==> src/shared/crcce_pkg.sv <==
`default_nettype none

package crcce_pkg;

  // Register byte offsets
  localparam logic [4:0] OFF_CONTROL_MAIN = 5'h00;
  localparam logic [4:0] OFF_LENGTH_CFG   = 5'h04;
  localparam logic [4:0] OFF_ACCUMULATOR  = 5'h08;
  localparam logic [4:0] OFF_TAPS_LOW     = 5'h0C;
  localparam logic [4:0] OFF_TAPS_HIGH    = 5'h10;
  localparam logic [4:0] OFF_WORD_LOW     = 5'h14;
  localparam logic [4:0] OFF_WORD_HIGH    = 5'h18;
  localparam logic [4:0] OFF_DONE_FLAG    = 5'h1C;

  // Control main field positions
  localparam int BIT_ENABLE   = 7;
  localparam int BIT_GO       = 6;
  localparam int BIT_BUSY     = 5;
  localparam int BIT_AUGMENT  = 4;
  localparam int BIT_ORDER    = 1;
  localparam int BIT_FULL     = 0;

  // Length config field positions
  localparam int POS_POLY_LEN = 0;
  localparam int POS_WORD_LEN = 4;
  localparam int LEN_WIDTH    = 4;

  // Done flag position
  localparam int BIT_DONE     = 0;

  // Data widths
  localparam int ACC_WIDTH    = 16;
  localparam int BYTE_WIDTH   = 8;

  // Values after reset
  localparam logic [15:0] RST_ACCUMULATOR = 16'h0000;
  localparam logic [15:0] RST_TAPS        = 16'h0000;
  localparam logic [15:0] RST_WORD        = 16'h0000;
  localparam logic [3:0]  RST_LEN         = 4'h0;

  // Sequencer states
  typedef enum logic [1:0] {
    CRCCE_IDLE,
    CRCCE_SHIFT_DATA,
    CRCCE_SHIFT_ZEROS
  } crcce_state_t;

endpackage

`default_nettype wire

==> src/hdl/crcce_step.sv <==
`default_nettype none

module crcce_step
(
  input  wire logic [15:0] acc,
  input  wire logic [15:0] taps,
  input  wire logic [3:0]  poly_len,
  input  wire logic        in_bit,
  output logic      [15:0] next_acc
);

  logic [15:0] width_mask;
  logic [15:0] poly;
  logic [15:0] shifted;
  logic        out_bit;

  // One serial division step of the feedback register
  always_comb
  begin
    width_mask = 16'hFFFF >> (4'hF - poly_len);
    poly       = {taps[15:1], 1'b1} & width_mask;
    out_bit    = acc[poly_len];
    shifted    = {acc[14:0], in_bit} & width_mask;
    if (out_bit)
    begin
      next_acc = shifted ^ poly;
    end
    else
    begin
      next_acc = shifted;
    end
  end

endmodule

`default_nettype wire

==> src/hdl/crcce_engine.sv <==
`default_nettype none

module crcce_engine
(
  input  wire logic        clk,
  input  wire logic        rst,
  input  wire logic [4:0]  avs_address,
  input  wire logic        avs_read,
  input  wire logic        avs_write,
  input  wire logic [31:0] avs_writedata,
  input  wire logic [3:0]  avs_byteenable,
  output logic      [31:0] avs_readdata,
  output logic             avs_waitrequest,
  input  wire logic        scan_valid,
  input  wire logic [15:0] scan_data,
  output logic             scan_ready
);

  //////////////////////////////////////////////////////////////////////////
  // Register state

  logic                  enable;
  logic                  go;
  logic                  augment;
  logic                  bit_order;
  logic [3:0]            poly_len;
  logic [3:0]            word_len;
  logic [15:0]           accumulator;
  logic [15:0]           taps;
  logic [7:0]            word_high;
  logic [15:0]           word_buf;
  logic                  full;
  logic                  done_flag;

  // Sequencer state
  crcce_pkg::crcce_state_t state;
  logic [15:0]           shifter;
  logic [3:0]            bit_cnt;
  logic                  busy;
  logic                  busy_q;
  logic                  running;
  logic                  shift_bit;
  logic                  stepping;
  logic [15:0]           next_acc;
  logic                  load_word;

  // Bus handshake
  logic                  ack;
  logic                  wr_fire;
  logic                  be_lo;
  logic                  be_hi;
  logic                  sw_word_wr;
  logic                  scan_take;
  logic [31:0]           next_readdata;

  //////////////////////////////////////////////////////////////////////////
  // Avalon slave handshake

  // Every access waits exactly one cycle
  assign avs_waitrequest = (avs_read | avs_write) & ~ack;
  assign wr_fire         = avs_write & ack;
  assign be_lo           = avs_byteenable[0];
  assign be_hi           = avs_byteenable[1];

  // Acknowledge toggles once per request
  always_ff @(posedge clk)
  begin
    if (rst)
      ack <= 1'b0;
    else
      ack <= (avs_read | avs_write) & ~ack;
  end

  // Read data mux, unmapped reads as zero
  always_comb
  begin
    next_readdata = 32'h0000_0000;
    if (avs_address == crcce_pkg::OFF_CONTROL_MAIN)
    begin
      next_readdata[crcce_pkg::BIT_ENABLE]  = enable;
      next_readdata[crcce_pkg::BIT_GO]      = go;
      next_readdata[crcce_pkg::BIT_BUSY]    = busy;
      next_readdata[crcce_pkg::BIT_AUGMENT] = augment;
      next_readdata[crcce_pkg::BIT_ORDER]   = bit_order;
      next_readdata[crcce_pkg::BIT_FULL]    = full;
    end
    else if (avs_address == crcce_pkg::OFF_LENGTH_CFG)
      next_readdata[7:0] = {word_len, poly_len};
    else if (avs_address == crcce_pkg::OFF_ACCUMULATOR)
      next_readdata[15:0] = accumulator;
    else if (avs_address == crcce_pkg::OFF_TAPS_LOW)
      next_readdata[7:0] = {taps[7:1], 1'b0};
    else if (avs_address == crcce_pkg::OFF_TAPS_HIGH)
      next_readdata[7:0] = taps[15:8];
    else if (avs_address == crcce_pkg::OFF_WORD_LOW)
      next_readdata[7:0] = word_buf[7:0];
    else if (avs_address == crcce_pkg::OFF_WORD_HIGH)
      next_readdata[7:0] = word_high;
    else if (avs_address == crcce_pkg::OFF_DONE_FLAG)
      next_readdata[crcce_pkg::BIT_DONE] = done_flag;
  end

  // Read data registered with the acknowledge
  always_ff @(posedge clk)
  begin
    if (rst)
      avs_readdata <= 32'h0000_0000;
    else if (avs_read & ~ack)
      avs_readdata <= next_readdata;
  end

  //////////////////////////////////////////////////////////////////////////
  // Configuration registers

  // Control and length fields
  always_ff @(posedge clk)
  begin
    if (rst)
    begin
      enable    <= 1'b0;
      go        <= 1'b0;
      augment   <= 1'b0;
      bit_order <= 1'b0;
      poly_len  <= crcce_pkg::RST_LEN;
      word_len  <= crcce_pkg::RST_LEN;
    end
    else if (wr_fire & be_lo)
    begin
      if (avs_address == crcce_pkg::OFF_CONTROL_MAIN)
      begin
        enable    <= avs_writedata[crcce_pkg::BIT_ENABLE];
        go        <= avs_writedata[crcce_pkg::BIT_GO];
        augment   <= avs_writedata[crcce_pkg::BIT_AUGMENT];
        bit_order <= avs_writedata[crcce_pkg::BIT_ORDER];
      end
      else if (avs_address == crcce_pkg::OFF_LENGTH_CFG)
      begin
        poly_len <= avs_writedata[crcce_pkg::POS_POLY_LEN +: 4];
        word_len <= avs_writedata[crcce_pkg::POS_WORD_LEN +: 4];
      end
    end
  end

  always_ff @(posedge clk)
  begin
    if (rst)
      taps <= crcce_pkg::RST_TAPS;
    else if (wr_fire & be_lo)
    begin
      if (avs_address == crcce_pkg::OFF_TAPS_LOW)
        taps[7:0] <= {avs_writedata[7:1], 1'b0};
      else if (avs_address == crcce_pkg::OFF_TAPS_HIGH)
        taps[15:8] <= avs_writedata[7:0];
    end
  end

  // High data byte waits for the low write
  always_ff @(posedge clk)
  begin
    if (rst)
      word_high <= 8'h00;
    else if (wr_fire & be_lo & (avs_address == crcce_pkg::OFF_WORD_HIGH))
      word_high <= avs_writedata[7:0];
  end

  //////////////////////////////////////////////////////////////////////////
  // Data path input

  assign sw_word_wr = wr_fire & be_lo &
                      (avs_address == crcce_pkg::OFF_WORD_LOW);
  assign scan_ready = enable & go & ~full & ~sw_word_wr;
  assign scan_take  = scan_valid & scan_ready;
  assign running    = enable & go;
  assign load_word  = running & full & (state == crcce_pkg::CRCCE_IDLE);

  // Holding word and full indicator
  always_ff @(posedge clk)
  begin
    if (rst)
    begin
      word_buf <= crcce_pkg::RST_WORD;
      full     <= 1'b0;
    end
    else if (sw_word_wr)
    begin
      word_buf <= {word_high, avs_writedata[7:0]};
      full     <= 1'b1;
    end
    else if (scan_take)
    begin
      word_buf <= scan_data;
      full     <= 1'b1;
    end
    else if (~enable)
    begin
      full <= 1'b0;
    end
    else if (load_word)
    begin
      full <= 1'b0;
    end
  end

  //////////////////////////////////////////////////////////////////////////
  // Serial sequencer

  always_comb
  begin
    if (state == crcce_pkg::CRCCE_SHIFT_ZEROS)
      shift_bit = 1'b0;
    else if (bit_order)
      shift_bit = shifter[word_len - bit_cnt];
    else
      shift_bit = shifter[bit_cnt];
  end

  assign stepping = running & (state != crcce_pkg::CRCCE_IDLE);

  assign busy = (state != crcce_pkg::CRCCE_IDLE) | (full & running);

  // State, shifter and bit counter
  always_ff @(posedge clk)
  begin
    if (rst)
    begin
      state   <= crcce_pkg::CRCCE_IDLE;
      shifter <= crcce_pkg::RST_WORD;
      bit_cnt <= 4'h0;
    end
    else if (~enable)
      state <= crcce_pkg::CRCCE_IDLE;
    else if (load_word)
    begin
      shifter <= word_buf;
      bit_cnt <= word_len;
      state   <= crcce_pkg::CRCCE_SHIFT_DATA;
    end
    else if (stepping)
    begin
      case (state)
        crcce_pkg::CRCCE_SHIFT_DATA:
        begin
          if (bit_cnt != 4'h0)
            bit_cnt <= bit_cnt - 4'h1;
          else if (augment & ~full)
          begin
            bit_cnt <= poly_len;
            state   <= crcce_pkg::CRCCE_SHIFT_ZEROS;
          end
          else
            state <= crcce_pkg::CRCCE_IDLE;
        end
        crcce_pkg::CRCCE_SHIFT_ZEROS:
          if (bit_cnt != 4'h0)
            bit_cnt <= bit_cnt - 4'h1;
          else
            state <= crcce_pkg::CRCCE_IDLE;
        default:
          state <= crcce_pkg::CRCCE_IDLE;
      endcase
    end
  end

  //////////////////////////////////////////////////////////////////////////
  // Accumulator

  crcce_step crcce_step_inst
  (
    .acc      (accumulator),
    .taps     (taps),
    .poly_len (poly_len),
    .in_bit   (shift_bit),
    .next_acc (next_acc)
  );

  always_ff @(posedge clk)
  begin
    if (rst)
      accumulator <= crcce_pkg::RST_ACCUMULATOR;
    else if (wr_fire & (avs_address == crcce_pkg::OFF_ACCUMULATOR))
    begin
      if (be_lo)
        accumulator[7:0] <= avs_writedata[7:0];
      if (be_hi)
        accumulator[15:8] <= avs_writedata[15:8];
    end
    else if (stepping)
      accumulator <= next_acc;
  end

  //////////////////////////////////////////////////////////////////////////
  // Completion flag

  // set on busy fall, wins over clear
  always_ff @(posedge clk)
  begin
    if (rst)
    begin
      busy_q    <= 1'b0;
      done_flag <= 1'b0;
    end
    else
    begin
      busy_q <= busy;
      if (busy_q & ~busy)
        done_flag <= 1'b1;
      else if (wr_fire & be_lo &
               (avs_address == crcce_pkg::OFF_DONE_FLAG) &
               avs_writedata[crcce_pkg::BIT_DONE])
        done_flag <= 1'b0;
    end
  end

endmodule

`default_nettype wire

==> config.mk <==
export PLATFORM = sky130hd
export DESIGN_NAME = crcce_engine
export DESIGN_NICKNAME = d
export VERILOG_FILES = /design/src/shared/crcce_pkg.sv /design/src/hdl/crcce_step.sv /design/src/hdl/crcce_engine.sv
export SDC_FILE = /design/constraint.sdc
export NUM_CORES = 1
export LEC_CHECK = 0
export ABC_AREA = 1
export BUFFER_PORTS_ARGS = -buffer_cell sky130_fd_sc_hd__buf_2
export CAP_MARGIN = 40
export CELL_PAD_IN_SITES_DETAIL_PLACEMENT = 1
export CELL_PAD_IN_SITES_GLOBAL_PLACEMENT = 2
export CORE_ASPECT_RATIO = 0.7
export CORE_MARGIN = 3
export CORE_UTILIZATION = 31
export CTS_BUF_LIST = sky130_fd_sc_hd__clkbuf_16
export CTS_CLUSTER_DIAMETER = 120
export DETAILED_ROUTE_END_ITERATION = 8
export PLACE_DENSITY_LB_ADDON = 0.1
export SLEW_MARGIN = 20
export SYNTH_ARGS = -nofsm -noshare
export SYNTH_HDL_FRONTEND = slang
export SYNTH_SLANG_ARGS = --single-unit
==> constraint.sdc <==
create_clock -name clk -period 2.5 [get_ports clk]
set_input_delay 0 -clock clk [delete_from_list [all_inputs] [get_ports clk]]
set_output_delay 0 -clock clk [all_outputs]
set_load 0.05 [all_outputs]
* Word-level counts from Yosys, hierarchy flattened
Index checks and enable logic that the tools add are counted.
** Storage, ports and cells
- Register bits :: 109
- Latch bits :: 0
- Bits in writable memories :: 0
- ROM bits :: 0
- Input bits :: 62
- Output and inout port bits :: 34
- Memories kept :: 0
** Operators by class
- Add/subtract/negate cells :: 3
- Multiply operators :: 0
- Divide/modulo/power cells :: 0
- Order comparisons :: 3
- Equal/unequal tests :: 18
- Shift-type cells :: 1
- Multiplexer cells :: 47
- Bitwise logic cells :: 30
- Reductions and logical operators :: 21
** Operators with widths (count)
- two-way mux 16 bit :: 5
- two-way mux 8 bit :: 10
- bitwise AND 16 bit :: 2
- two-way mux 4 bit :: 6
- == test 5 bit (second input constant) :: 4
- bitwise AND 1 bit :: 18
- right shift 16 x 4 -> 16 bit (first input constant) :: 1
- bitwise XOR 16 bit :: 1
- less-than comparator 4 x 5 -> 1 bit (second input constant) :: 3
- two-way mux 1 bit :: 15
- binary-select mux 1 bit (select 4 bit) :: 3
- AND reduction 3 bit :: 4
- == test 5 x 4 -> 1 bit (second input constant) :: 2
- two-way mux 2 bit :: 5
- AND reduction 2 bit :: 5
- nonzero test 2 bit :: 5
- inequality test 2 bit (second input constant) :: 4
- case mux 4 bit (2 select lines) :: 1
- two-way mux 7 bit :: 1
- NOT 1 bit :: 7
- inequality test 3 bit (second input constant) :: 2
- == test 5 x 3 -> 1 bit (second input constant) :: 1
- logical NOT 5 bit :: 1
- AND reduction 5 bit :: 1
- other kinds (15) :: 16

* Depth between registers and ports, before layout
Gate-level depths: netlist of the first run.
- Depth after elaboration :: 10
- Depth in mapped cells :: 17

* By module
A second synthesis of the first run with hierarchy kept.
** Unflattened totals
- Cell total of the unflattened synthesis :: 998
- Area, all modules :: 6526.3 um2
** By module, submodules not included
- crcce_engine :: times used 1, cells an instance 816, area an instance 5636.7 um2, sequential area each 2182.1 um2
- crcce_step :: times used 1, cells an instance 182, area an instance 889.6 um2, sequential area each 0.0 um2

* Least setup slack after synthesis of the first run
Ideal clock, no wire load.
- Path kind :: reg2reg
- From :: reg bit_cnt[1]
- To :: reg accumulator[0]
- Library setup time :: 0.134 ns
- Data arrival time :: 1.788 ns
- Required time :: 2.366 ns
- Path slack :: 0.578 ns
- Stages on the path, launching flop included :: 14
- Buffers on the path :: 0
- Period minus slack after synthesis :: 1.922 ns
- Path through :: dfxtp_1 > inv_1 > fa_1 > inv_1 > nand3_1 > nand3_1 > nand3_1 > nand2_1 > nand2_1 > nand3_1 > nand2_1 > nand3_1 > nand2_1 > a21oi_1
** On the way
- Word-level cells in the longest chain between the ends :: 10
- Elaborated cells between the ends (all ways) :: 12
- Classes of those cells :: add/sub (1); mux (9); bitwise (2)
** Ends and longest elaborated chain
- from (decl) :: RTL line crcce_engine.sv:38 : logic [3:0] bit_cnt;
- from (signal assigned) :: RTL line crcce_engine.sv:235 : bit_cnt <= word_len;
- from (signal assigned) :: RTL line crcce_engine.sv:244 : bit_cnt <= bit_cnt - 4'h1;
- from (signal assigned) :: RTL line crcce_engine.sv:247 : bit_cnt <= poly_len;
- subtractor 4 bit :: RTL line crcce_engine.sv:212 : shift_bit = shifter[word_len - bit_cnt];
- binary-select mux 1 bit (select 4 bit) :: RTL line crcce_engine.sv:212
- two-way mux 1 bit (not written as such) :: RTL line crcce_engine.sv:212
- two-way mux 1 bit (*) :: RTL line crcce_engine.sv:211 : else if (bit_order)
- two-way mux 1 bit (*) :: RTL line crcce_engine.sv:209 : if (state == crcce_pkg::CRCCE_SHIFT_ZEROS)
- bitwise AND 16 bit (*) :: RTL line crcce_step.sv:23 : shifted = {acc[14:0], in_bit} & width_mask;
- bitwise XOR 16 bit :: RTL line crcce_step.sv:26 : next_acc = shifted ^ poly;
- two-way mux 16 bit (*) :: RTL line crcce_step.sv:24 : if (out_bit)
- two-way mux 16 bit (*) :: RTL line crcce_engine.sv:287 : else if (stepping)
- two-way mux 16 bit (*) :: RTL line crcce_engine.sv:280 : else if (wr_fire & (avs_address == crcce_pkg::OFF_ACCUMULATOR))
- to (signal assigned) :: RTL line crcce_engine.sv:279 : accumulator <= crcce_pkg::RST_ACCUMULATOR;
- to (signal assigned) :: RTL line crcce_engine.sv:283 : accumulator[7:0] <= avs_writedata[7:0];
- to (signal assigned) :: RTL line crcce_engine.sv:288 : accumulator <= next_acc;
- to (decl) :: RTL line crcce_engine.sv:28 : logic [15:0] accumulator;
Every way passes the cells marked *; elsewhere a longest branch is shown, timed or not. The select of a mux whose other input is x is not followed.
A chain may end at the register's enable or synchronous reset.

* Final worst setup path of the first run
- From :: reg ack
- To :: reg word_buf[4]
** On the way
- Word-level cells in the longest chain between the ends :: 7
- Elaborated cells between the ends (all ways) :: 8
- Classes of those cells :: mux (1); bitwise (6); reduce/logical (1)
** Ends and longest elaborated chain
- from (decl) :: RTL line crcce_engine.sv:48 : logic ack;
- from (signal assigned) :: RTL line crcce_engine.sv:71 : ack <= (avs_read | avs_write) & ~ack;
- bitwise AND 1 bit (*) :: RTL line crcce_engine.sv:61 : assign wr_fire = avs_write & ack;
- bitwise AND 1 bit (*) (2 in a row) :: RTL line crcce_engine.sv:169 : assign sw_word_wr = wr_fire & be_lo &
- NOT 1 bit :: RTL line crcce_engine.sv:171 : assign scan_ready = enable & go & ~full & ~sw_word_wr;
- bitwise AND 1 bit :: RTL line crcce_engine.sv:171
- bitwise AND 1 bit :: RTL line crcce_engine.sv:172 : assign scan_take = scan_valid & scan_ready;
- nonzero test 2 bit (no line)
- to (signal assigned) :: RTL line crcce_engine.sv:181 : word_buf <= crcce_pkg::RST_WORD;
- to (signal assigned) :: RTL line crcce_engine.sv:186 : word_buf <= {word_high, avs_writedata[7:0]};
- to (signal assigned) :: RTL line crcce_engine.sv:191 : word_buf <= scan_data;
- to (decl) :: RTL line crcce_engine.sv:31 : logic [15:0] word_buf;
Every way passes the cells marked *; elsewhere a longest branch is shown, timed or not.

==> impl_metrics.ini, run 1 <==
[finish]
final_nets = 1019
multiInputGateArea_um2 = 3200
filler_cell_count = 2350
antennaDiodeCount = 0
final-seq-area_um2 = 2180
fin_area_um2 = 7010
layout-area-overhead-vs-synth_pct = 17.7
drive_above_1_share = 0.142

[cts]
root_buffer = sky130_fd_sc_hd__clkbuf_16
cts.sink_count = 109
cts_buffer_depth = 2
tritoncts.num_buffers = 9
setup_bufs_post_cts = 0
h_tree_levels = 3
reg_clk_slew_reported_paths_ps = 80
insertion_delay_ps = 360
clock_tree_from_tritoncts = yes

[route]
via_count = 6327
drcViolationCount = 0
routed_wirelength_um = 23100
routed_via_density = 5.31
drt_pass1_iterations = 5
drtAntennaViolNets = 0
detailedRoute.firstIterationViolations = 494
avgRoutedWirePerCell_um = 19.4

[place]
final_hpwl_dp_um = 17800
pre_cts_slack_ps = 273
io_buffer_count = 61
place_congestion = 0.857
dpl-instance-area_um2 = 6440

[worst_setup_path]
worst_r2r_startpoint = ack
crit_fanout = 33
crit_chain = nand3_4, nor2_4, nor3_2, a21oi_4, inv_4, o21ai_1, a31oi_1, dlygate4sd3_1
ff2ff_path_depth = 8
critical-path-slowest-cell = sky130_fd_sc_hd__dlygate4sd3_1
data_required_time_of_the_worst_path_ps = 2750
critical_path.startpoint_type = flip-flop
worst-endpoint-arrival_ps = 2590
worst-setup-path-type = flip-flop to flip-flop
cp_slowest_stage_delay_ps = 560
r2r_slack_ps = 160
endpoint_class_of_the_critical_path = flip-flop
worst_r2r_endpoint = word_buf[4]

[synthesis]
dominantRegCellSynth = sky130_fd_sc_hd__dfxtp_1
post_synth.cell_area_avg_um2 = 6.88
synth.ff_latch_count = 109
yosys-top-cells-area = sky130_fd_sc_hd__dfxtp_1 (37%), sky130_fd_sc_hd__nand2_1 (11%), sky130_fd_sc_hd__o21ai_0 (8.2%)
synth.distinct_cells = 45
synth.yosys.seq_area_share = 0.366
synth_top_area_frac = 0.366
post_synth_instance_area_um2 = 5960
synth_top_cells_by_count = sky130_fd_sc_hd__nand2_1 (177), sky130_fd_sc_hd__dfxtp_1 (109), sky130_fd_sc_hd__o21ai_0 (98)
synthesis.instances = 867
netlist.top_cell.by_area = sky130_fd_sc_hd__dfxtp_1
ys_warn_count = 0
most_used_standard_cell_by_instance_count_after_synthesis = sky130_fd_sc_hd__nand2_1
synth_edf_count = 0
asyncSetResetFlopFracSynth = 0

[min_path]
worst_min_delay_path_endpoint = word_buf[5]
hold_path_depth = 3
hold_path.class = input port to flip-flop
min_delay_startpoint = avs_writedata[5]

[timing]
timing.final.hold_violations = 0
rsz0062_at_grt = no
final_period_minus_worst_setup_slack_ps = 2340
timing_worst_slew_pin_value_ps = 755
final.setup.worst_slack_ps = 159
clock-skew-final_ps = 12.1
layout_worst_path_cycle_share = 0.936
relSlewSlack = 0.497
timing_max_transition_violations_final = 0
worst_hold_slack_ps = 10.2
fmaxAchievable_mhz = 427
setup-violations-final = 0
totalNegativeSetupSlack_ps = 0

[pwr]
power.internal_w = 0.00251
swShare = 0.270
power_frac_clock = 0.410
power.combinational.fraction = 0.082
power.sequential.fraction = 0.508
leakage_nw = 2.79
vdd_drop_max_mv = 0.281
pwr_density_cell_nw_per_um2 = 490
total_power_w = 0.00344
power_switching_w = 0.000928

[global_route]
grt_pass1_vias = 6262
grt.overflow.total = 0
initial_antenna_violation_count = 0
grt_first_pass_wirelength_um = 35700
groute.usage.overall = 0.223
largest_net_degree_at_the_start_of_global_routing = 82

[floorplan]
start_util = 0.324
io_pins = 96
design.core.area_um2 = 18400
die_w_um = 172
floorplan.die_area_um2 = 21000
rows = 41
floorplan.die.height_um = 122

[job]
max_cap_viols = 0

[outcome]
outcome = finished, final reports clean
## kinds of logic after synthesis
logic type,Yosys count,share of synthesized area
AND/OR/NAND/NOR,363,0.270
flip-flops,109,0.366
XOR/XNOR,8,0.0118
buffers and inverters,132,0.107
adder cells (fa/ha/maj),6,0.0139
AO/OA/AOI/OAI,248,0.230
other,1,0.000629
## timing repair
action	CTS	global route
setup endpoints to repair	0	2
hold buffers	29	0
endpoints found under the hold margin	26	0
gates resized for setup	0	1
## flip-flops by register name, indices dropped and copies added (netlist names)
signal,flops
enable,1
word_len,4
done_flag,1
poly_len,4
word_high,8
ack,1
go,1
bit_cnt,4
full,1
bit_order,1
augment,1
taps,15
shifter,16
accumulator,16
state,2
avs_readdata,16
word_buf,16
busy_q,1
## per-layer routing
metal | part of all wire | global-route usage | vias to the layer above
li1 | - | - | 3046
met1 | 0.52 | 0.341 | 3067
met2 | 0.40 | 0.319 | 202
met3 | 0.076 | 0.0496 | 12
met4 | 0.0082 | 0.0429 | 0
met5 | 0 | 0 | -
## stage by stage
stage,util,cells
after global placement,0.350,1147
after floorplan,-,882
final,0.381,1192
after global routing,0.381,1192
after CTS,0.380,1192
after detailed placement,0.350,1147
## critical path: cells and delay by family (launching register included)
family	cells	cell delay, ps
flops	1	470
simple gates	3	660
compound gates	3	380
buf+inv	2	710
## layout by cell type, fill, tap and decap left out, drive strengths merged
cell type	n
nand3b	2
conb	16
nand2	183
nor2	99
a31oi	15
inv	78
fa	1
o41ai	1
o211ai	12
buf	82
dfxtp	109
nor3	5
xnor2	3
ha	5
o21bai	2
dlygate4sd3	29
o21ai	119
o2111ai	4
a2111oi	1
o22ai	2
clkinv	8
a21oi	89
a221oi	2
clkbuf	9
xor2	5
nand3	65
nand4	9
o221ai	1
## power by group through the flow
stage          Sequential [W]  Clock [W]  Combinational (W)
2_1_floorplan         0.00179          0           0.000163
3_3_place_gp          0.00179          0           0.000243
3_5_place_dp          0.00179          0           0.000247
4_1_cts               0.00174    0.00145           0.000280
5_1_grt               0.00175    0.00151           0.000304
6_report              0.00175    0.00141           0.000282
## area by class of cell
type                            instances  area share
Clock buffer                            9      0.0321
Clock inverter                          7     0.00714
Inverter                               79      0.0434
Multi-Input combinational cell        641       0.457
Sequential cell                       109       0.311
Tap cell                              236      0.0421
Timing Repair Buffer                  111       0.107
## how the worst max path moves through the flow
stage | start | endpoint | depth (start not counted)
after floorplan | bit_cnt[1] | accumulator[0] | 13
after detailed placement | word_len[0] | accumulator[0] | 15
after global routing | word_len[0] | accumulator[0] | 15
final | ack | word_buf[4] | 8
after CTS | ack | word_buf[4] | 8
after global placement | word_len[0] | accumulator[0] | 15
Note: power is estimated with default switching activity, not from simulation.
==> run 2: changes to the inputs <==
- ABC_AREA: 1 -> unset
- CORE_UTILIZATION: 31 -> 34
==> impl_metrics.ini, run 2 <==
[cts]
clock_tree_from_tritoncts = yes
setup_bufs_post_cts = 0
cts.sink_count = 109
reg_clk_slew_reported_paths_ps = 80
cts_buffer_depth = 2
root_buffer = sky130_fd_sc_hd__clkbuf_16
insertion_delay_ps = 360
h_tree_levels = 3
tritoncts.num_buffers = 9

[route]
avgRoutedWirePerCell_um = 21.2
drcViolationCount = 0
detailedRoute.firstIterationViolations = 310
routed_wirelength_um = 21000
routed_via_density = 5.40
via_count = 5334
drt_pass1_iterations = 5
drtAntennaViolNets = 0

[worst_setup_path]
critical_path.startpoint_type = flip-flop
ff2ff_path_depth = 11
crit_chain = inv_2, ha_4, inv_2, fa_2, buf_6, mux4_2, mux2i_1, nor4_1, a311oi_2, xor2_1, a221oi_2
worst-path-buf-inv = 3
worst-endpoint-arrival_ps = 2980
crit_fanout = 3
critical-path-slowest-cell = sky130_fd_sc_hd__fa_2
endpoint_class_of_the_critical_path = flip-flop
worst_r2r_endpoint = accumulator[0]
data_required_time_of_the_worst_path_ps = 2770
worst_r2r_startpoint = word_len[0]
path_delay_family = adder cells
cp_slowest_stage_delay_ps = 580
r2r_slack_ps = -200
timing.critical_path.mode_cell = sky130_fd_sc_hd__inv_2
worst-setup-path-type = flip-flop to flip-flop

[min_path]
hold_path_depth = 3
hold_path.class = input port to flip-flop
worst_min_delay_path_endpoint = word_buf[12]
min_delay_startpoint = scan_data[12]

[pwr]
leakage_nw = 2.80
pwr_density_cell_nw_per_um2 = 497
total_power_w = 0.00352
vdd_drop_max_mv = 0.263

[outcome]
violations_in_the_final_reports = negative hold slack, negative setup slack
outcome = finished, violations left

[synthesis]
synth_top_cells_by_count = sky130_fd_sc_hd__dfxtp_1 (109), sky130_fd_sc_hd__nor2_1 (101), sky130_fd_sc_hd__mux2i_1 (70)
synth_top_area_frac = 0.368
dominantRegCellSynth = sky130_fd_sc_hd__dfxtp_1
yosys-top-cells-area = sky130_fd_sc_hd__dfxtp_1 (37%), sky130_fd_sc_hd__mux2i_1 (12%), sky130_fd_sc_hd__nor2_1 (6.4%)
synth_edf_count = 0
synth.yosys.seq_area_share = 0.368
synth.ff_latch_count = 109
asyncSetResetFlopFracSynth = 0
synthesis.instances = 674
post_synth.cell_area_avg_um2 = 8.80
post_synth_instance_area_um2 = 5930
netlist.top_cell.by_area = sky130_fd_sc_hd__dfxtp_1
ys_warn_count = 0
most_used_standard_cell_by_instance_count_after_synthesis = sky130_fd_sc_hd__dfxtp_1
synth.distinct_cells = 59

[place]
place.detailed.instances = 954
io_buffer_count = 61
place_congestion = 0.843
final_hpwl_dp_um = 16100

[floorplan]
floorplan.die_area_um2 = 19100
design.core.area_um2 = 16700
io_pins = 96
start_util = 0.355
rows = 39
floorplan.die.height_um = 117
die_w_um = 164

[timing]
clock-skew-final_ps = 11.5
relSlewSlack = 0.508
timing.final.hold_violations = 1
setup-violations-final = 1
layout_worst_path_cycle_share = 1.08
timing_worst_slew_pin_value_ps = 736
fmaxAchievable_mhz = 370
final.setup.worst_slack_ps = -204
rsz0062_at_grt = yes
timing_max_transition_violations_final = 0
worst_hold_slack_ps = -6.37
final_period_minus_worst_setup_slack_ps = 2700
totalNegativeSetupSlack_ps = -204

[global_route]
initial_antenna_violation_count = 0
grt_first_pass_wirelength_um = 32400
grt_pass1_vias = 5441
groute.usage.overall = 0.225
largest_net_degree_at_the_start_of_global_routing = 58
grt.overflow.total = 0

[finish]
drive_above_1_share = 0.204
antennaDiodeCount = 0
final_cell_mix = sky130_fd_sc_hd__dfxtp_1 (106), sky130_fd_sc_hd__nor2_1 (101), sky130_fd_sc_hd__mux2i_1 (70), sky130_fd_sc_hd__nand2_1 (61), sky130_fd_sc_hd__buf_2 (60)
final_common_cell = sky130_fd_sc_hd__dfxtp_1
final_core_utilization = 0.425
final_nets = 826
final_cells = 988
layout-area-overhead-vs-synth_pct = 19.6

[job]
max_cap_viols = 0
[run 2: worst max-delay path by stage]
stage                           start              to  cells after the start
final                     word_len[0]  accumulator[0]                     11
after global routing      word_len[0]  accumulator[0]                     11
after global placement    word_len[0]  accumulator[0]                     10
after floorplan           word_len[0]  accumulator[0]                     10
after CTS                 word_len[0]  accumulator[0]                     11
after detailed placement  word_len[0]  accumulator[0]                     10
[run 2: cell families (layout without fill, tap and decap cells)]
logic type / after synthesis / in the layout / synth area share
adders and majority gates: 6 / 6 / 0.0139
other: 1 / 16 / 0.000632
DFF: 109 / 109 / 0.368
xor gates and xnor gates: 20 / 20 / 0.0295
and+or+nand+nor: 226 / 226 / 0.175
muxes: 86 / 86 / 0.171
buffers and inverters: 75 / 149 / 0.0643
AOI/OAI and AO/OA: 151 / 151 / 0.177
[run 2: final cells by class]
cell class                 count  area [um^2]
clock buffer                   9          225
sequential                   109         2190
multi-input combinational    505         3460
tap                          225          282
clock inverter                 7         66.3
timing repair buffer         120          825
fill                        1979         9590
inverter                      13         48.8
[run 2: power by group]
group	internal [W]	total (W)	leakage [nW]	switching, W
clock network	0.000709	0.00146	0.149	0.000754
logic	0.0000854	0.000309	1.77	0.000224
registers	0.00174	0.00175	0.880	0.00000810
[run 2: worst register-to-register path, stage by stage (launching register included)]
cell and delay, ps:
sky130_fd_sc_hd__dfxtp_2 330, sky130_fd_sc_hd__inv_2 70, sky130_fd_sc_hd__ha_4 130, sky130_fd_sc_hd__inv_2 30
sky130_fd_sc_hd__fa_2 580, sky130_fd_sc_hd__buf_6 130, sky130_fd_sc_hd__mux4_2 490, sky130_fd_sc_hd__mux2i_1 160
sky130_fd_sc_hd__nor4_1 80, sky130_fd_sc_hd__a311oi_2 270, sky130_fd_sc_hd__xor2_1 110, sky130_fd_sc_hd__a221oi_2 250
[run 2: per-layer routing]
layer | global-route usage | routed length [um] | up-vias
li1 | - | - | 2549
met3 | 0.0542 | 1300 | 24
met4 | 0.0501 | 329 | 0
met5 | 0 | 0 | -
met1 | 0.345 | 11000 | 2624
met2 | 0.318 | 8380 | 137
[run 2: metrics by stage]
step | setup WS, ps | hold WS (ps) | instance area [um^2]
floorplan | -163 | 144 | 6010
global placement | -207 | 299 | 6610
detailed placement | -232 | 328 | 6610
CTS | -210 | 5.44 | 7090
global route | -288 | 4.85 | 7090
finish | -204 | -6.37 | 7090
[run 2: what timing repair did]
| action | 4_1_cts | 5_1_grt |
|---|---|---|
| hold endpoints to repair | 23 | 0 |
| hold buffers | 18 | 0 |
| resized for setup | 1 | 2 |
| endpoints found under the setup margin | 1 | 15 |
| pin swaps | 3 | 0 |
==> run 3: changes to the inputs <==
- CORE_UTILIZATION: 34 -> 30
- PLACE_DENSITY_LB_ADDON: 0.1 -> 0.15
==> impl_metrics.ini, run 3 (synthesis gave the netlist of run 2 again) <==
[worst_setup_path]
ff2ff_path_depth = 10
data_required_time_of_the_worst_path_ps = 2770
endpoint_class_of_the_critical_path = flip-flop
crit_fanout = 3
worst-setup-path-type = flip-flop to flip-flop
critical_path.startpoint_type = flip-flop
worst-endpoint-arrival_ps = 3150

[route]
routed_wirelength_um = 21400
avgRoutedWirePerCell_um = 20.9
routed_via_density = 5.20
via_count = 5332
detailedRoute.firstIterationViolations = 372
drtAntennaViolNets = 0
drt_pass1_iterations = 4
drcViolationCount = 0

[timing]
fmaxAchievable_mhz = 348
timing.final.hold_violations = 0
relSlewSlack = 0.513
final_period_minus_worst_setup_slack_ps = 2880
rsz0062_at_grt = yes
clock-skew-final_ps = 10.0
timing_worst_slew_pin_value_ps = 729
worst_hold_slack_ps = 3.65
setup-violations-final = 1
final.setup.worst_slack_ps = -376
timing_max_transition_violations_final = 0
layout_worst_path_cycle_share = 1.15

[cts]
clock_tree_from_tritoncts = yes
reg_clk_slew_reported_paths_ps = 80
root_buffer = sky130_fd_sc_hd__clkbuf_16
tritoncts.num_buffers = 9
cts_buffer_depth = 2
insertion_delay_ps = 370
h_tree_levels = 3
cts.sink_count = 109

[finish]
drive_above_1_share = 0.203
final_common_cell = sky130_fd_sc_hd__dfxtp_1
final_nets = 825
layout-area-overhead-vs-synth_pct = 21.1
final_cells = 1026
final_cell_mix = sky130_fd_sc_hd__dfxtp_1 (106), sky130_fd_sc_hd__nor2_1 (101), sky130_fd_sc_hd__mux2i_1 (70), sky130_fd_sc_hd__nand2_1 (61), sky130_fd_sc_hd__buf_2 (60)
antennaDiodeCount = 0

[floorplan]
rows = 42
floorplan.die.height_um = 124
start_util = 0.310
floorplan.die_area_um2 = 21500
die_w_um = 174
io_pins = 96
design.core.area_um2 = 19100

[global_route]
grt_pass1_vias = 5402
initial_antenna_violation_count = 0
grt.overflow.total = 0
grt_first_pass_wirelength_um = 33000
largest_net_degree_at_the_start_of_global_routing = 50
groute.usage.overall = 0.201

[place]
final_hpwl_dp_um = 16300
place.detailed.instances = 991
io_buffer_count = 61
place_congestion = 0.862

[outcome]
outcome = finished, violations left
violations_in_the_final_reports = negative setup slack

[job]
max_cap_viols = 0

[pwr]
vdd_drop_max_mv = 0.301
leakage_nw = 2.81
pwr_density_cell_nw_per_um2 = 510
total_power_w = 0.00366

[min_path]
hold_path.class = input port to flip-flop
hold_path_depth = 3
-- run 3: final cells by class --
type,count,area [um^2]
Clock buffer,9,225
Clock inverter,7,103
Fill cell,2289,11900
Inverter,13,48.8
Multi-Input combinational cell,505,3460
Sequential cell,109,2190
Tap cell,264,330
Timing Repair Buffer,119,830
-- run 3: what timing repair did --
item,4_1_cts,5_1_grt
setup buffers,0,1
resized for setup,1,2
hold buffers,18,0
hold endpoints to repair,17,0
endpoints found under the setup margin,1,11
pin swaps,4,4
-- run 3: final timing paths --
check                                startpoint         endpoint  slack [ps]
worst max register to register      word_len[0]   accumulator[0]        -380
worst min-delay path               scan_data[3]      word_buf[3]           4
worst max-delay path                word_len[0]   accumulator[0]        -380
worst min register to register  avs_readdata[0]  avs_readdata[0]         460
-- run 3: per-layer routing --
metal  vias up  wire length (um)  GRT usage
li1       2542                 -          -
met1      2669             11500      0.306
met2       106              8780      0.291
met3        15               967     0.0420
met4         0               224     0.0387
met5         -                 0          0
-- run 3: power by group --
| part | internal (W) | total, W | switching [W] |
|---|---|---|---|
| Clock | 0.000818 | 0.00160 | 0.000784 |
| Sequential | 0.00174 | 0.00175 | 0.00000752 |
| Combinational | 0.0000858 | 0.000311 | 0.000225 |
-- run 3: critical path, cell delays in order (launching register included) --
cell and delay, ps:
sky130_fd_sc_hd__dfxtp_2 330, sky130_fd_sc_hd__inv_2 70, sky130_fd_sc_hd__ha_4 130, sky130_fd_sc_hd__inv_2 30, sky130_fd_sc_hd__fa_2 610, sky130_fd_sc_hd__mux4_2 520, sky130_fd_sc_hd__mux2_4 280, sky130_fd_sc_hd__o2111a_1 120
sky130_fd_sc_hd__a311oi_2 280, sky130_fd_sc_hd__xor2_1 130, sky130_fd_sc_hd__a221oi_2 270
-- run 3: through the flow --
step                      area (um^2)  worst slack, ps  setup TNS [ps]   util
after global placement           6640             -229            -229  0.347
after floorplan                  6010             -163            -163      -
after detailed placement         6660             -314            -314  0.348
after global routing             7180             -428            -428  0.375
after CTS                        7170             -322            -322  0.375
final                            7180             -376            -376  0.375
